$ cat src/common/hci_pkg.sv
// Package of constants and types for the host command interpreter
package hci_pkg;

  // --------------------------------------------------------------
  // Register bus geometry and register indices
  // --------------------------------------------------------------
  localparam int ADDR_W = 4;
  localparam int DATA_W = 32;
  localparam logic [3:0] REG_CMD = 4'h0;
  localparam logic [3:0] REG_NAME = 4'h1;
  localparam logic [3:0] REG_ADDR = 4'h2;
  localparam logic [3:0] REG_NUM = 4'h3;
  localparam logic [3:0] REG_OPND = 4'h4;
  localparam logic [3:0] REG_VAL = 4'h5;
  localparam logic [3:0] REG_END = 4'h6;
  localparam logic [3:0] REG_RESP0 = 4'h7;
  localparam logic [3:0] REG_RESP1 = 4'h8;
  localparam logic [3:0] REG_MODE = 4'h9;

  // --------------------------------------------------------------
  // Command codes written to the command register
  // --------------------------------------------------------------
  localparam logic [3:0] CMD_SETPOINT = 4'h1;
  localparam logic [3:0] CMD_STATE_QUERY = 4'h2;
  localparam logic [3:0] CMD_MODE_WRITE = 4'h3;
  localparam logic [3:0] CMD_FAULT_READ = 4'h4;
  localparam logic [3:0] CMD_FORCE_ON = 4'h5;
  localparam logic [3:0] CMD_FORCE_OFF = 4'h6;
  localparam logic [3:0] CMD_FORCE_CLEAR_ALL = 4'h7;

  // --------------------------------------------------------------
  // End codes
  // --------------------------------------------------------------
  localparam logic [7:0] END_OK = 8'h00;
  localparam logic [7:0] END_NAME_ERR = 8'h14;
  localparam logic [7:0] END_RANGE_ERR = 8'h15;
  localparam logic [7:0] END_CMD_ERR = 8'h16;
  localparam logic [7:0] END_RESET = 8'h00;

  // --------------------------------------------------------------
  // Four-character ASCII names
  // --------------------------------------------------------------
  localparam logic [31:0] NM_DELAY = 32'h54494D20;
  localparam logic [31:0] NM_FAST_DELAY = 32'h54494D48;
  localparam logic [31:0] NM_ACC_DELAY = 32'h5454494D;
  localparam logic [31:0] NM_DOWN_COUNT = 32'h434E5420;
  localparam logic [31:0] NM_UPDN_COUNT = 32'h434E5452;
  localparam logic [31:0] NM_IO = 32'h43494F20;
  localparam logic [31:0] NM_LINK = 32'h4C522020;
  localparam logic [31:0] NM_HOLD = 32'h48522020;
  localparam logic [31:0] NM_AUX = 32'h41522020;
  localparam logic [31:0] NM_DATA = 32'h444D2020;
  localparam logic [31:0] NM_DATA_IND = 32'h444D2A20;
  localparam logic [31:0] NM_EXT = 32'h454D2020;
  localparam logic [31:0] NM_EXT_IND = 32'h454D2A20;
  localparam logic [31:0] NM_LITERAL = 32'h434F4E20;

  // --------------------------------------------------------------
  // BCD upper limits of address, value, timer and bit fields, flag bit number and fault clear codes
  // --------------------------------------------------------------
  localparam logic [15:0] LIM_IO = 16'h0252;
  localparam logic [15:0] LIM_LINK = 16'h0063;
  localparam logic [15:0] LIM_HOLD = 16'h0099;
  localparam logic [15:0] LIM_AUX = 16'h0027;
  localparam logic [15:0] LIM_DATA = 16'h6655;
  localparam logic [15:0] LIM_EXT = 16'h6143;
  localparam logic [15:0] LIM_LITERAL = 16'h9999;
  localparam logic [15:0] LIM_TC = 16'h0511;
  localparam logic [7:0] LIM_BIT = 8'h15;
  localparam logic [7:0] TC_BIT = 8'h00;
  localparam logic [7:0] CLR_YES = 8'h01;
  localparam logic [7:0] CLR_NO = 8'h00;

  // --------------------------------------------------------------
  // Operating mode field and reset values
  // --------------------------------------------------------------
  localparam logic [1:0] MODE_PROGRAM = 2'b00;
  localparam logic [1:0] MODE_RESET = 2'b00;
  localparam int MODE_POS = 6;

  // Instruction kinds and bank kinds
  typedef enum logic [2:0] {
    IN_NONE, IN_DELAY, IN_FAST_DELAY, IN_ACC_DELAY, IN_DOWN, IN_UPDN
  } hci_instr_e;
  typedef enum logic [3:0] {
    BK_NONE, BK_IO, BK_LINK, BK_HOLD, BK_AUX, BK_DATA, BK_DATA_IND,
    BK_EXT, BK_EXT_IND, BK_LITERAL, BK_DELAY_COUNT
  } hci_bank_e;

endpackage : hci_pkg

$ cat src/hw/hci_top.sv
// Host command interpreter: setpoint change, status, mode, faults, forcing
`timescale 1ns/100ps
`default_nettype none

// Notes on behaviour
// - Setpoint write replaces second instruction word at a five-digit address.
// - Operand banks io, link, holding, aux accepted within their word ranges.
// - Setpoint is data or extended store address, or literal, range checked.
// - Extended store operands are valid only on the variant with that bank.
// - Status answer holds mode byte high and program size byte low.
// - Status answer carries alarm number present, flagged absent when none.
// - Fault read clears errors on 01, leaves them on 00, then reports.
// - Fatal errors are cleared only while in program mode.
// - Fault read returns two error words.
// - Fault read reports whether previously reported errors were cleared.
// - Force-on sets one bit in one bank per command.
// - Force-off resets one bit in one bank per command.
// - A forced bit keeps its state until clear-all or a later force.
// - End code 00 means normal completion, anything else abnormal.
// - Clear-all releases every forced bit at once.
module hci_top #(
  parameter bit HAS_EXT_STORE = 1'b0
) (
  // Clock and reset
  input wire logic clk_i,
  input wire logic reset_n_i,
  // Register port
  input wire logic [hci_pkg::ADDR_W-1:0] addr_i,
  input wire logic [hci_pkg::DATA_W-1:0] wdata_i,
  input wire logic wr_i,
  input wire logic rd_i,
  output logic [hci_pkg::DATA_W-1:0] rdata_o,
  // Controller state inputs
  input wire logic [7:0] prog_size_i,
  input wire logic alarm_valid_i,
  input wire logic [7:0] alarm_num_i,
  input wire logic [31:0] err_evt_i,
  // Program memory write port
  output logic prog_wr_o,
  output logic [19:0] prog_addr_o,
  output hci_pkg::hci_instr_e prog_instr_o,
  output logic [15:0] prog_tc_o,
  output hci_pkg::hci_bank_e prog_opnd_o,
  output logic [15:0] prog_val_o,
  // Force port towards the bit memory
  output logic force_wr_o,
  output hci_pkg::hci_bank_e force_bank_o,
  output logic [15:0] force_word_o,
  output logic [3:0] force_bit_o,
  output logic force_val_o,
  output logic force_clr_o,
  // Operating mode
  output logic [1:0] mode_o
);
  import hci_pkg::*;

  // ------------------------------------------------------------
  // State
  // ------------------------------------------------------------
  typedef struct packed {
    logic [31:0] name;
    logic [19:0] addr;
    logic [15:0] num;
    logic [31:0] opnd;
    logic [15:0] val;
    logic [7:0] end_code;
    logic [31:0] resp0;
    logic [31:0] resp1;
    logic [1:0] mode;
    logic [31:0] err;
    logic [31:0] rep;
    logic [31:0] rdata;
    logic prog_wr;
    logic [19:0] prog_addr;
    hci_instr_e prog_instr;
    logic [15:0] prog_tc;
    hci_bank_e prog_opnd;
    logic [15:0] prog_val;
    logic force_wr;
    hci_bank_e force_bank;
    logic [15:0] force_word;
    logic [3:0] force_bit;
    logic force_val;
    logic force_clr;
  } hci_state_s;

  hci_state_s st_r;
  hci_state_s st_nxt;

  // ------------------------------------------------------------
  // Helpers
  // ------------------------------------------------------------
  // True when every nibble is a decimal digit
  function automatic logic bcd_ok(input logic [19:0] v);
    logic ok;
    ok = 1'b1;
    for (int i = 0; i < 5; i++)
    begin
      if (v[4*i +: 4] > 4'h9)
        ok = 1'b0;
    end
    return ok;
  endfunction : bcd_ok

  // Instruction kind from its four-character name
  function automatic hci_instr_e dec_instr(input logic [31:0] n);
    case (n)
      NM_DELAY: return IN_DELAY;
      NM_FAST_DELAY: return IN_FAST_DELAY;
      NM_ACC_DELAY: return IN_ACC_DELAY;
      NM_DOWN_COUNT: return IN_DOWN;
      NM_UPDN_COUNT: return IN_UPDN;
      default: return IN_NONE;
    endcase
  endfunction : dec_instr

  // Bank kind from its space-padded name
  function automatic hci_bank_e dec_bank(input logic [31:0] n);
    case (n)
      NM_IO: return BK_IO;
      NM_LINK: return BK_LINK;
      NM_HOLD: return BK_HOLD;
      NM_AUX: return BK_AUX;
      NM_DATA: return BK_DATA;
      NM_DATA_IND: return BK_DATA_IND;
      NM_EXT: return BK_EXT;
      NM_EXT_IND: return BK_EXT_IND;
      NM_LITERAL: return BK_LITERAL;
      default: return BK_NONE;
    endcase
  endfunction : dec_bank

  // Upper BCD limit of a bank; BCD compares like decimal once digits are valid
  function automatic logic [15:0] bank_lim(input hci_bank_e b);
    case (b)
      BK_IO: return LIM_IO;
      BK_LINK: return LIM_LINK;
      BK_HOLD: return LIM_HOLD;
      BK_AUX: return LIM_AUX;
      BK_DATA, BK_DATA_IND: return LIM_DATA;
      BK_EXT, BK_EXT_IND: return LIM_EXT;
      BK_LITERAL: return LIM_LITERAL;
      BK_DELAY_COUNT: return LIM_TC;
      default: return 16'h0000;
    endcase
  endfunction : bank_lim

  // ------------------------------------------------------------
  // Next-state logic
  // ------------------------------------------------------------
  // Commands execute in the cycle the command register is written, so an
  // answer is ready before any following read can reach the port.
  always_comb
  begin
    hci_instr_e ins;
    hci_bank_e bk;
    logic [31:0] clr;
    logic [3:0] bit_bin;
    ins = dec_instr(st_r.name);
    bk = dec_bank(st_r.opnd);
    clr = 32'h0000_0000;
    bit_bin = 4'h0;
    st_nxt = st_r;
    st_nxt.rdata = 32'h0000_0000;
    st_nxt.prog_wr = 1'b0;
    st_nxt.force_wr = 1'b0;
    st_nxt.force_clr = 1'b0;
    if (rd_i)
    begin
      case (addr_i)
        REG_NAME: st_nxt.rdata = st_r.name;
        REG_ADDR: st_nxt.rdata = {12'h000, st_r.addr};
        REG_NUM: st_nxt.rdata = {16'h0000, st_r.num};
        REG_OPND: st_nxt.rdata = st_r.opnd;
        REG_VAL: st_nxt.rdata = {16'h0000, st_r.val};
        REG_END: st_nxt.rdata = {24'h000000, st_r.end_code};
        REG_RESP0: st_nxt.rdata = st_r.resp0;
        REG_RESP1: st_nxt.rdata = st_r.resp1;
        REG_MODE: st_nxt.rdata = {30'h0000_0000, st_r.mode};
        default: st_nxt.rdata = 32'h0000_0000;
      endcase
    end
    if (wr_i)
    begin
      case (addr_i)
        REG_NAME: st_nxt.name = wdata_i;
        REG_ADDR: st_nxt.addr = wdata_i[19:0];
        REG_NUM: st_nxt.num = wdata_i[15:0];
        REG_OPND: st_nxt.opnd = wdata_i;
        REG_VAL: st_nxt.val = wdata_i[15:0];
        REG_CMD:
        begin
          st_nxt.end_code = END_CMD_ERR;
          st_nxt.resp0 = 32'h0000_0000;
          st_nxt.resp1 = 32'h0000_0000;
          case (wdata_i[3:0])
            CMD_SETPOINT:
            begin
              // Names and every field are checked before memory moves
              if (ins == IN_NONE || bk == BK_NONE)
                st_nxt.end_code = END_NAME_ERR;
              else if (!bcd_ok(st_r.addr) || !bcd_ok({4'h0, st_r.num})
                       || st_r.num > LIM_TC)
                st_nxt.end_code = END_RANGE_ERR;
              else if (!HAS_EXT_STORE && (bk == BK_EXT || bk == BK_EXT_IND))
                st_nxt.end_code = END_NAME_ERR;
              else if (!bcd_ok({4'h0, st_r.val})
                       || st_r.val > bank_lim(bk))
                st_nxt.end_code = END_RANGE_ERR;
              else
              begin
                // Second word of the instruction at the address
                st_nxt.prog_wr = 1'b1;
                st_nxt.prog_addr = st_r.addr;
                st_nxt.prog_instr = ins;
                st_nxt.prog_tc = st_r.num;
                st_nxt.prog_opnd = bk;
                st_nxt.prog_val = st_r.val;
                st_nxt.end_code = END_OK;
              end
            end
            CMD_STATE_QUERY:
            begin
              // Mode byte high, program size byte low
              st_nxt.resp0 = {16'h0000, st_r.mode, 6'h00, prog_size_i};
              // Bit 8 tells the framer whether the alarm field exists
              st_nxt.resp1 = {23'h000000, alarm_valid_i,
                              alarm_valid_i ? alarm_num_i : 8'h00};
              st_nxt.end_code = END_OK;
            end
            CMD_MODE_WRITE:
            begin
              // Stray low bits are refused rather than ignored
              if (st_r.val[15:8] != 8'h00 || st_r.val[MODE_POS-1:0] != 6'h00)
                st_nxt.end_code = END_RANGE_ERR;
              else
              begin
                st_nxt.mode = st_r.val[MODE_POS +: 2];
                st_nxt.end_code = END_OK;
              end
            end
            CMD_FAULT_READ:
            begin
              if (st_r.val[7:0] == CLR_YES)
              begin
                clr[15:0] = 16'hFFFF;
                // Fatal word survives outside program mode
                if (st_r.mode == MODE_PROGRAM)
                  clr[31:16] = 16'hFFFF;
              end
              if (st_r.val[15:8] != 8'h00 || (st_r.val[7:0] != CLR_YES
                  && st_r.val[7:0] != CLR_NO))
              begin
                clr = 32'h0000_0000;
                st_nxt.end_code = END_RANGE_ERR;
              end
              else
              begin
                // Two error words after the clear
                st_nxt.resp0 = (st_r.err & ~clr) | err_evt_i;
                // Flag: errors reported last time are all gone
                st_nxt.resp1 = {31'h0000_0000,
                                ((st_r.rep & st_nxt.resp0) == 32'h0)};
                st_nxt.rep = st_nxt.resp0;
                st_nxt.end_code = END_OK;
              end
            end
            CMD_FORCE_ON, CMD_FORCE_OFF:
            begin
              // Delay/count names pick the completion flag bank
              bk = (dec_instr(st_r.name) != IN_NONE) ? BK_DELAY_COUNT
                   : dec_bank(st_r.name);
              bit_bin = 4'(st_r.num[7:4] * 4'hA + st_r.num[3:0]);
              if (!(bk inside {BK_IO, BK_LINK, BK_HOLD, BK_AUX,
                               BK_DELAY_COUNT}))
                st_nxt.end_code = END_NAME_ERR;
              else if (!bcd_ok({4'h0, st_r.addr[15:0]})
                       || st_r.addr[19:16] != 4'h0
                       || st_r.addr[15:0] > bank_lim(bk)
                       || !bcd_ok({12'h000, st_r.num[7:0]})
                       || st_r.num[15:8] != 8'h00
                       || st_r.num[7:0] > LIM_BIT
                       || (bk == BK_DELAY_COUNT && st_r.num[7:0] != TC_BIT))
                st_nxt.end_code = END_RANGE_ERR;
              else
              begin
                // One bit per command; a later force overrides it
                st_nxt.force_wr = 1'b1;
                st_nxt.force_bank = bk;
                st_nxt.force_word = st_r.addr[15:0];
                st_nxt.force_bit = bit_bin;
                st_nxt.force_val = (wdata_i[3:0] == CMD_FORCE_ON);
                st_nxt.end_code = END_OK;
              end
            end
            CMD_FORCE_CLEAR_ALL:
            begin
              st_nxt.force_clr = 1'b1;
              st_nxt.end_code = END_OK;
            end
            default: st_nxt.end_code = END_CMD_ERR;
          endcase
        end
        default: st_nxt.end_code = st_r.end_code;
      endcase
    end
    // Sticky errors; a new event wins over a clear in the same cycle
    st_nxt.err = (st_r.err & ~clr) | err_evt_i;
  end

  // ------------------------------------------------------------
  // State register
  // ------------------------------------------------------------
  always_ff @(posedge clk_i or negedge reset_n_i)
  begin
    if (!reset_n_i)
    begin
      st_r <= '0;
      st_r.end_code <= END_RESET;
      st_r.mode <= MODE_RESET;
    end
    else
      st_r <= st_nxt;
  end

  // Outputs straight from the state register
  assign rdata_o = st_r.rdata;
  assign prog_wr_o = st_r.prog_wr;
  assign prog_addr_o = st_r.prog_addr;
  assign prog_instr_o = st_r.prog_instr;
  assign prog_tc_o = st_r.prog_tc;
  assign prog_opnd_o = st_r.prog_opnd;
  assign prog_val_o = st_r.prog_val;
  assign force_wr_o = st_r.force_wr;
  assign force_bank_o = st_r.force_bank;
  assign force_word_o = st_r.force_word;
  assign force_bit_o = st_r.force_bit;
  assign force_val_o = st_r.force_val;
  assign force_clr_o = st_r.force_clr;
  assign mode_o = st_r.mode;

endmodule : hci_top

`default_nettype wire

$ cat config.mk
export PLATFORM = sky130hd
export DESIGN_NAME = hci_top
export DESIGN_NICKNAME = d
export VERILOG_FILES = /design/src/common/hci_pkg.sv /design/src/hw/hci_top.sv
export SDC_FILE = /design/constraint.sdc
export NUM_CORES = 1
export LEC_CHECK = 0
export ABC_AREA = 0
export BUFFER_PORTS_ARGS = -buffer_cell sky130_fd_sc_hd__buf_2
export CORE_UTILIZATION = 47
export CTS_BUF_LIST = sky130_fd_sc_hd__clkbuf_2 sky130_fd_sc_hd__clkbuf_4 sky130_fd_sc_hd__clkbuf_8
export CTS_CLUSTER_SIZE = 25
export DETAILED_ROUTE_END_ITERATION = 12
export PLACE_DENSITY = 0.74
export SYNTH_ARGS = -nofsm -noshare
export SYNTH_HDL_FRONTEND = slang
export SYNTH_SLANG_ARGS = --single-unit
$ cat constraint.sdc
create_clock -name clk_i -period 6.7 [get_ports clk_i]
set_input_delay 1.005 -clock clk_i [delete_from_list [all_inputs] [get_ports clk_i]]
set_output_delay 1.005 -clock clk_i [all_outputs]
set_load 0.02 [all_outputs]
# Word level (Yosys, flattened, before mapping)
# Memories as Yosys holds them, arrays and structs flattened.
# Cells that the tools add are included.
# totals
input_bits,89
mem_bits_ro,512
ff_bits,373
n_memories,2
out_inout_bits,121
# mem_list
memory,words,width,read_ports,rd_clocked_by_memory_dff,wr,line,text
(name not given),16,16,1,0,0,hci_top.sv:135,case (b)
(name not given),16,16,1,0,0,hci_top.sv:135,
# op_classes
n_reduce_logical,45
n_eq_ne,48
order_cmp,17
mul,1
bitwise,14
add_sub_neg,1
muxes,89
# ops
op,n
"== test 32 x 31 -> 1 bit, second input constant",23
two-way mux 60 bit,5
two-way mux 32 bit,9
one-hot mux 32 bit (9 select lines),1
two-way mux 16 bit,11
two-way mux 87 bit,2
one-hot mux 64 bit (2 select lines),1
AND 32 bit,3
two-way mux 26 bit,3
one-hot mux 4 bit (9 select lines),2
two-way mux 64 bit,1
inverter 32 bit,2
OR 32 bit,2
"> comparator 4 bit, second input constant",13
"== test 4 x 3 -> 1 bit, second input constant",10
two-way mux 8 bit,5
one-hot mux 8 bit (5 select lines),1
two-way mux 1 bit,36
> comparator 16 bit,2
logical NOT 32 bit,1
nonzero test 8 bit,4
"== test 4 x 2 -> 1 bit, second input constant",6
two-way mux 5 bit,4
"== test 4 bit, second input constant",4
26 further kinds,64

# Depth between registers and ports, before layout
# depth
word_depth,27
ltp_mapped,25
mapped_depth_nobuf,23

# Worst setup path after synthesis
# OpenSTA, ideal clock, no wires.
# synth_path
kind,register -> register
startpoint,register st_r[366] (netlist bit)
endpoint,register st_r (netlist bit force_word_o[10])
path_slack_ns,1.609
stages_incl_launch_ff,21
t_required_ns,6.575
period_less_slack_ns,5.091
t_arrival_ns,4.966
path_cell_list,dfrtp_1 -> or4b_4 -> or4_4 -> nor4_4 -> and3b_2 -> inv_1 -> ha_1 -> xnor2_1 -> nor2_1 -> a21oi_1 -> ha_1 -> nor2b_1 -> o211ai_1 -> a21oi_1 -> a211oi_1 -> o22ai_1 -> a311o_1 -> or4b_4 -> buf_6 -> buf_12 -> mux2_4
# synth_via
elab_chain_len,20
elab_cells_between_ends,44
# synth_lines
element,line,text
start: declaration,hci_top.sv:87,hci_state_s st_r;
start signal: assignment,hci_top.sv:323,st_r <= st_nxt;
== test 32 x 31 -> 1 bit,hci_top.sv:107,case (n)
one-hot mux 3 bit (5 select lines),hci_top.sv:107,
two-way mux 3 bit,hci_top.sv:196,case (wdata_i[3:0])
two-way mux 3 bit,hci_top.sv:185,case (addr_i)
two-way mux 3 bit,hci_top.sv:183,if (wr_i)
nonzero test 3 bit,hci_top.sv:271,bk = (dec_instr(st_r.name) != IN_NONE) ? BK_DELAY_COUNT
two-way mux 4 bit *,hci_top.sv:271,
memory (16 x 16 bit),-,
(+4 left out),-,
> comparator 16 bit,hci_top.sv:279,|| st_r.addr[15:0] > bank_lim(bk)
logical OR 1 bit,hci_top.sv:279,
logical OR 1 bit,hci_top.sv:280,"|| !bcd_ok({12'h000, st_r.num[7:0]})"
logical OR 1 bit,hci_top.sv:281,|| st_r.num[15:8] != 8'h00
logical OR 1 bit,hci_top.sv:282,|| st_r.num[7:0] > LIM_BIT
logical OR 1 bit,hci_top.sv:283,|| (bk == BK_DELAY_COUNT && st_r.num[7:0] != TC_BIT))
inverter 1 bit (no source line),-,
AND reduction 5 bit (no source line) *,-,
# Mark *: on every way between the ends. The rest lies on a longest branch, timed or not. The select of a mux whose other input is x is not followed.
# A chain may end at the register's enable or synchronous reset.

# Worst setup path in the final report
# layout_path
startpoint,register st_r[301] (netlist bit)
endpoint,register st_r (netlist bit prog_opnd_o[1])
# layout_via
elab_chain_len,13
elab_cells_between_ends,28
# layout_lines
element,line,text
== test 32 x 31 -> 1 bit,hci_top.sv:119,case (n)
one-hot mux 4 bit (9 select lines) *,hci_top.sv:119,
memory (16 x 16 bit),-,
two-way mux 16 bit,hci_top.sv:205,else if (!HAS_EXT_STORE && (bk == BK_EXT || bk == BK_EXT_IND))
two-way mux 16 bit,hci_top.sv:202,"else if (!bcd_ok(st_r.addr) || !bcd_ok({4'h0, st_r.num})"
two-way mux 16 bit,hci_top.sv:200,if (ins == IN_NONE || bk == BK_NONE)
two-way mux 16 bit,hci_top.sv:196,
two-way mux 16 bit,hci_top.sv:185,
two-way mux 16 bit,hci_top.sv:183,
> comparator 16 bit,hci_top.sv:208,|| st_r.val > bank_lim(bk))
logical OR 1 bit,hci_top.sv:208,
inverter 1 bit (no source line),-,
AND reduction 7 bit (no source line),-,
# Marked as above.

==> impl_metrics.env <==
export IMPL_required_ns=7.22
export IMPL_drt_iter0_markers=1197
export IMPL_syn_inst=1537
export IMPL_tightestPinTransition_ns=1.11
export IMPL_final_cell_mix="dfrtp_1 (345), buf_2 (208), mux2_2 (180)"
export IMPL_drt_total_wl_um=49300
export IMPL_power_density_nw_per_um2=272
export IMPL_cts_setup_buffers=0
export IMPL_hp_class="primary input to async pin"
export IMPL_dr_pass1_iters=6
export IMPL_crit_type="register to register"
export IMPL_cpMostUsedCell="inv_1"
export IMPL_pwr_share_comb_pct=12.0
export IMPL_synth_seq_area_share_pct=50.0
export IMPL_ios=210
export IMPL_cts_max_level=2
export IMPL_drv_slew=0
export IMPL_cp_top_family="simple AND/OR/NAND/NOR gates"
export IMPL_ir_drop_mv=0.134
export IMPL_std_cell_rows=69
export IMPL_drt_wirelength_per_cell_um=23.2
export IMPL_clock_latency_ns=0.65
export IMPL_cp_start_kind="register"
export IMPL_coreArea_um2=35800
export IMPL_critical_path_cell_chain="or4b_1 -> nor4_1 -> nand4_1 -> o21ai_0 -> a41o_1 -> inv_1 -> ha_1 -> inv_1 -> nor2_1 -> o311ai_0 -> ha_1 -> nor2b_1 -> o211ai_1 -> a21o_1 -> a21oi_1 -> nor4_1 -> nand3_1 -> inv_1 -> mux2_2"
export IMPL_syn_area_per_cell_um2=11.2
export IMPL_timing_hold_violations_final=0
export IMPL_rsz0062_at_grt="false"
export IMPL_grt_max_degree=144
export IMPL_area_delta_synth_final_pct=10.4
export IMPL_synthTopCellsByArea="dfrtp_1 (50%), mux2_2 (12%), buf_4 (5.1%)"
export IMPL_layout_commonest_cell="dfrtp_1"
export IMPL_layout_drive_gt1_share_pct=32.6
export IMPL_crit_buf_inv=3
export IMPL_utilization_pct=53.2
export IMPL_status="completed"
export IMPL_clock_skew_ns=0.0319
export IMPL_cts_resized=0
export IMPL_crit_path_max_fanout=6
export IMPL_p_clk_share_pct=37.9
export IMPL_fin_setup_tns_ns=0
export IMPL_setup_viol=0
export IMPL_p_seq_share_pct=50.1
export IMPL_drc=0
export IMPL_crit_start="st_r[301]"
export IMPL_synthArstFlopShare_pct=100
export IMPL_syn_area_um2=17300
export IMPL_dpl_hpwl_um=35500
export IMPL_cp_data_arrival_time_ns=6.54
export IMPL_ant_nets=0
export IMPL_yosysWarnings=0
export IMPL_vias=13000
export IMPL_sw_frac_of_total_pct=28.9
export IMPL_end_kind="register"
export IMPL_antenna_found_initial=6
export IMPL_die_w_um=194
export IMPL_port_buffers=209
export IMPL_synth_largest_area_cell="dfrtp_1"
export IMPL_crit_reg2reg_launch="st_r[301]"
export IMPL_overflow=0
export IMPL_cts_made_buffers=54
export IMPL_synth_seq_cells=345
export IMPL_fmax_ghz=0.166
export IMPL_root_buffer="clkbuf_8"
export IMPL_final_nets=1758
export IMPL_clock_tree_buffer_depth=3
export IMPL_cellLeakagePower_nw=8.91
export IMPL_syn_num_nets=1671
export IMPL_max_slew_margin_pct=25.7
export IMPL_crit_slowest_cell="nor4_1"
export IMPL_drv_cap=0
export IMPL_grt_pass1_vias=12600
export IMPL_fin_crit_sh_pct=89.9
export IMPL_cpPeakStageDelay_ns=0.68
export IMPL_synth_edf_count=0
export IMPL_path_clk_slew_ns=0.06
export IMPL_p_int_mw=3.69
export IMPL_grt_pass1_wl_um=76100
export IMPL_yosys_most_used_dff="dfrtp_1"
export IMPL_yosysUniqueCellTypes=81
export IMPL_ctsHoldBuffers=0
export IMPL_cts_tree="yes"
export IMPL_period_minus_slack_ns=6.02
export IMPL_synth_top_area_share_pct=50.0
export IMPL_dieArea_um2=37500
export IMPL_die_h_um=194
export IMPL_vias_per_cell=6.10
export IMPL_cts_sinks=345
export IMPL_switchingPower_mw=1.50
export IMPL_start_util_pct=48.2
export IMPL_total_power_mw=5.19
export IMPL_gp_congestion=0.951
export IMPL_track_usage_pct=26.3
registers in the layout, indices dropped and copies added, names as in the netlist, 2 cells and up:
register	flops
force_bank_o	4
force_bit_o	4
force_word_o	16
mode_o	2
prog_addr_o	20
prog_instr_o	3
prog_opnd_o	4
prog_tc_o	16
prog_val_o	16
rdata_o	32
st_r	224
power groups by stage:
stage,registers [mW],logic [mW],clock network (mW)
2_1_floorplan,2.45,0.450,0
3_3_place_gp,2.61,0.598,0
3_5_place_dp,2.62,0.618,0
4_1_cts,2.58,0.622,2.01
5_1_grt,2.61,0.686,2.10
6_report,2.60,0.622,1.97
cells by family (layout without fill, tap and decap cells):
family	after synthesis	after routing	share of synthesized area, %
adder cells (fa/ha/maj)	45	45	3.31
multiplexers	201	201	13.5
XOR/XNOR	5	5	0.254
other	0	1	0
AO/OA/AOI/OAI	356	356	14.2
flip-flops	345	345	50.0
buffers and inverters	222	350	7.63
AND/OR/NAND/NOR	363	363	11.1
synth_stat cells, types with 19 or more instances:
| library cell | number |
|---|---|
| a21oi_1 | 58 |
| inv_1 | 31 |
| clkbuf_1 | 61 |
| nor4_1 | 19 |
| nand2_1 | 111 |
| buf_4 | 117 |
| a22oi_1 | 66 |
| mux2_2 | 180 |
| o21ai_0 | 74 |
| nor2_1 | 75 |
| nand4_1 | 21 |
| a21o_1 | 54 |
| ha_1 | 44 |
| dfrtp_1 | 345 |
worst paths after layout:
| check | slack (ns) | depth (start not counted) | end |
|---|---|---|---|
| worst min-delay path | 0.36 | 1 | force_word_o[2] |
| min in group clk_i | 0.47 | 1 | st_r[164] |
| worst max-delay path | 0.68 | 19 | prog_opnd_o[1] |
| worst min register to register | 0.47 | 1 | st_r[164] |
| max in group asynchronous | 4.70 | 2 | st_r[164] |
| worst max register to register | 0.68 | 19 | prog_opnd_o[1] |
final cells by class:
cell class              count  area [um2]
fillers                  3136       16800
flip-flops and latches    345        8630
multi-input cells         970        7340
repair buffers            222        1170
clock buffers              89        1110
well taps                 461         577
inverters                  31         116
clock inverters             8         100
diodes                      1        2.50
metal layers:
metal	up-vias	routed length [um]	global-route usage, %
met3	112	3750	4.73
met5	-	51	0
li1	5702	-	-
met2	587	22300	40.2
met4	8	1490	9.57
met1	6569	21700	37.4
through the flow:
step	setup slack, ns	std cells	hold slack [ns]	instance area (um2)
floorplan	1.61	1537	0.444	17300
global placement	0.980	2029	0.458	17800
detailed placement	0.844	2029	0.465	17800
CTS	0.846	2126	0.416	19000
global route	0.149	2127	0.455	19000
finish	0.680	2127	0.356	19000
Power figures use the tool's default switching activity.
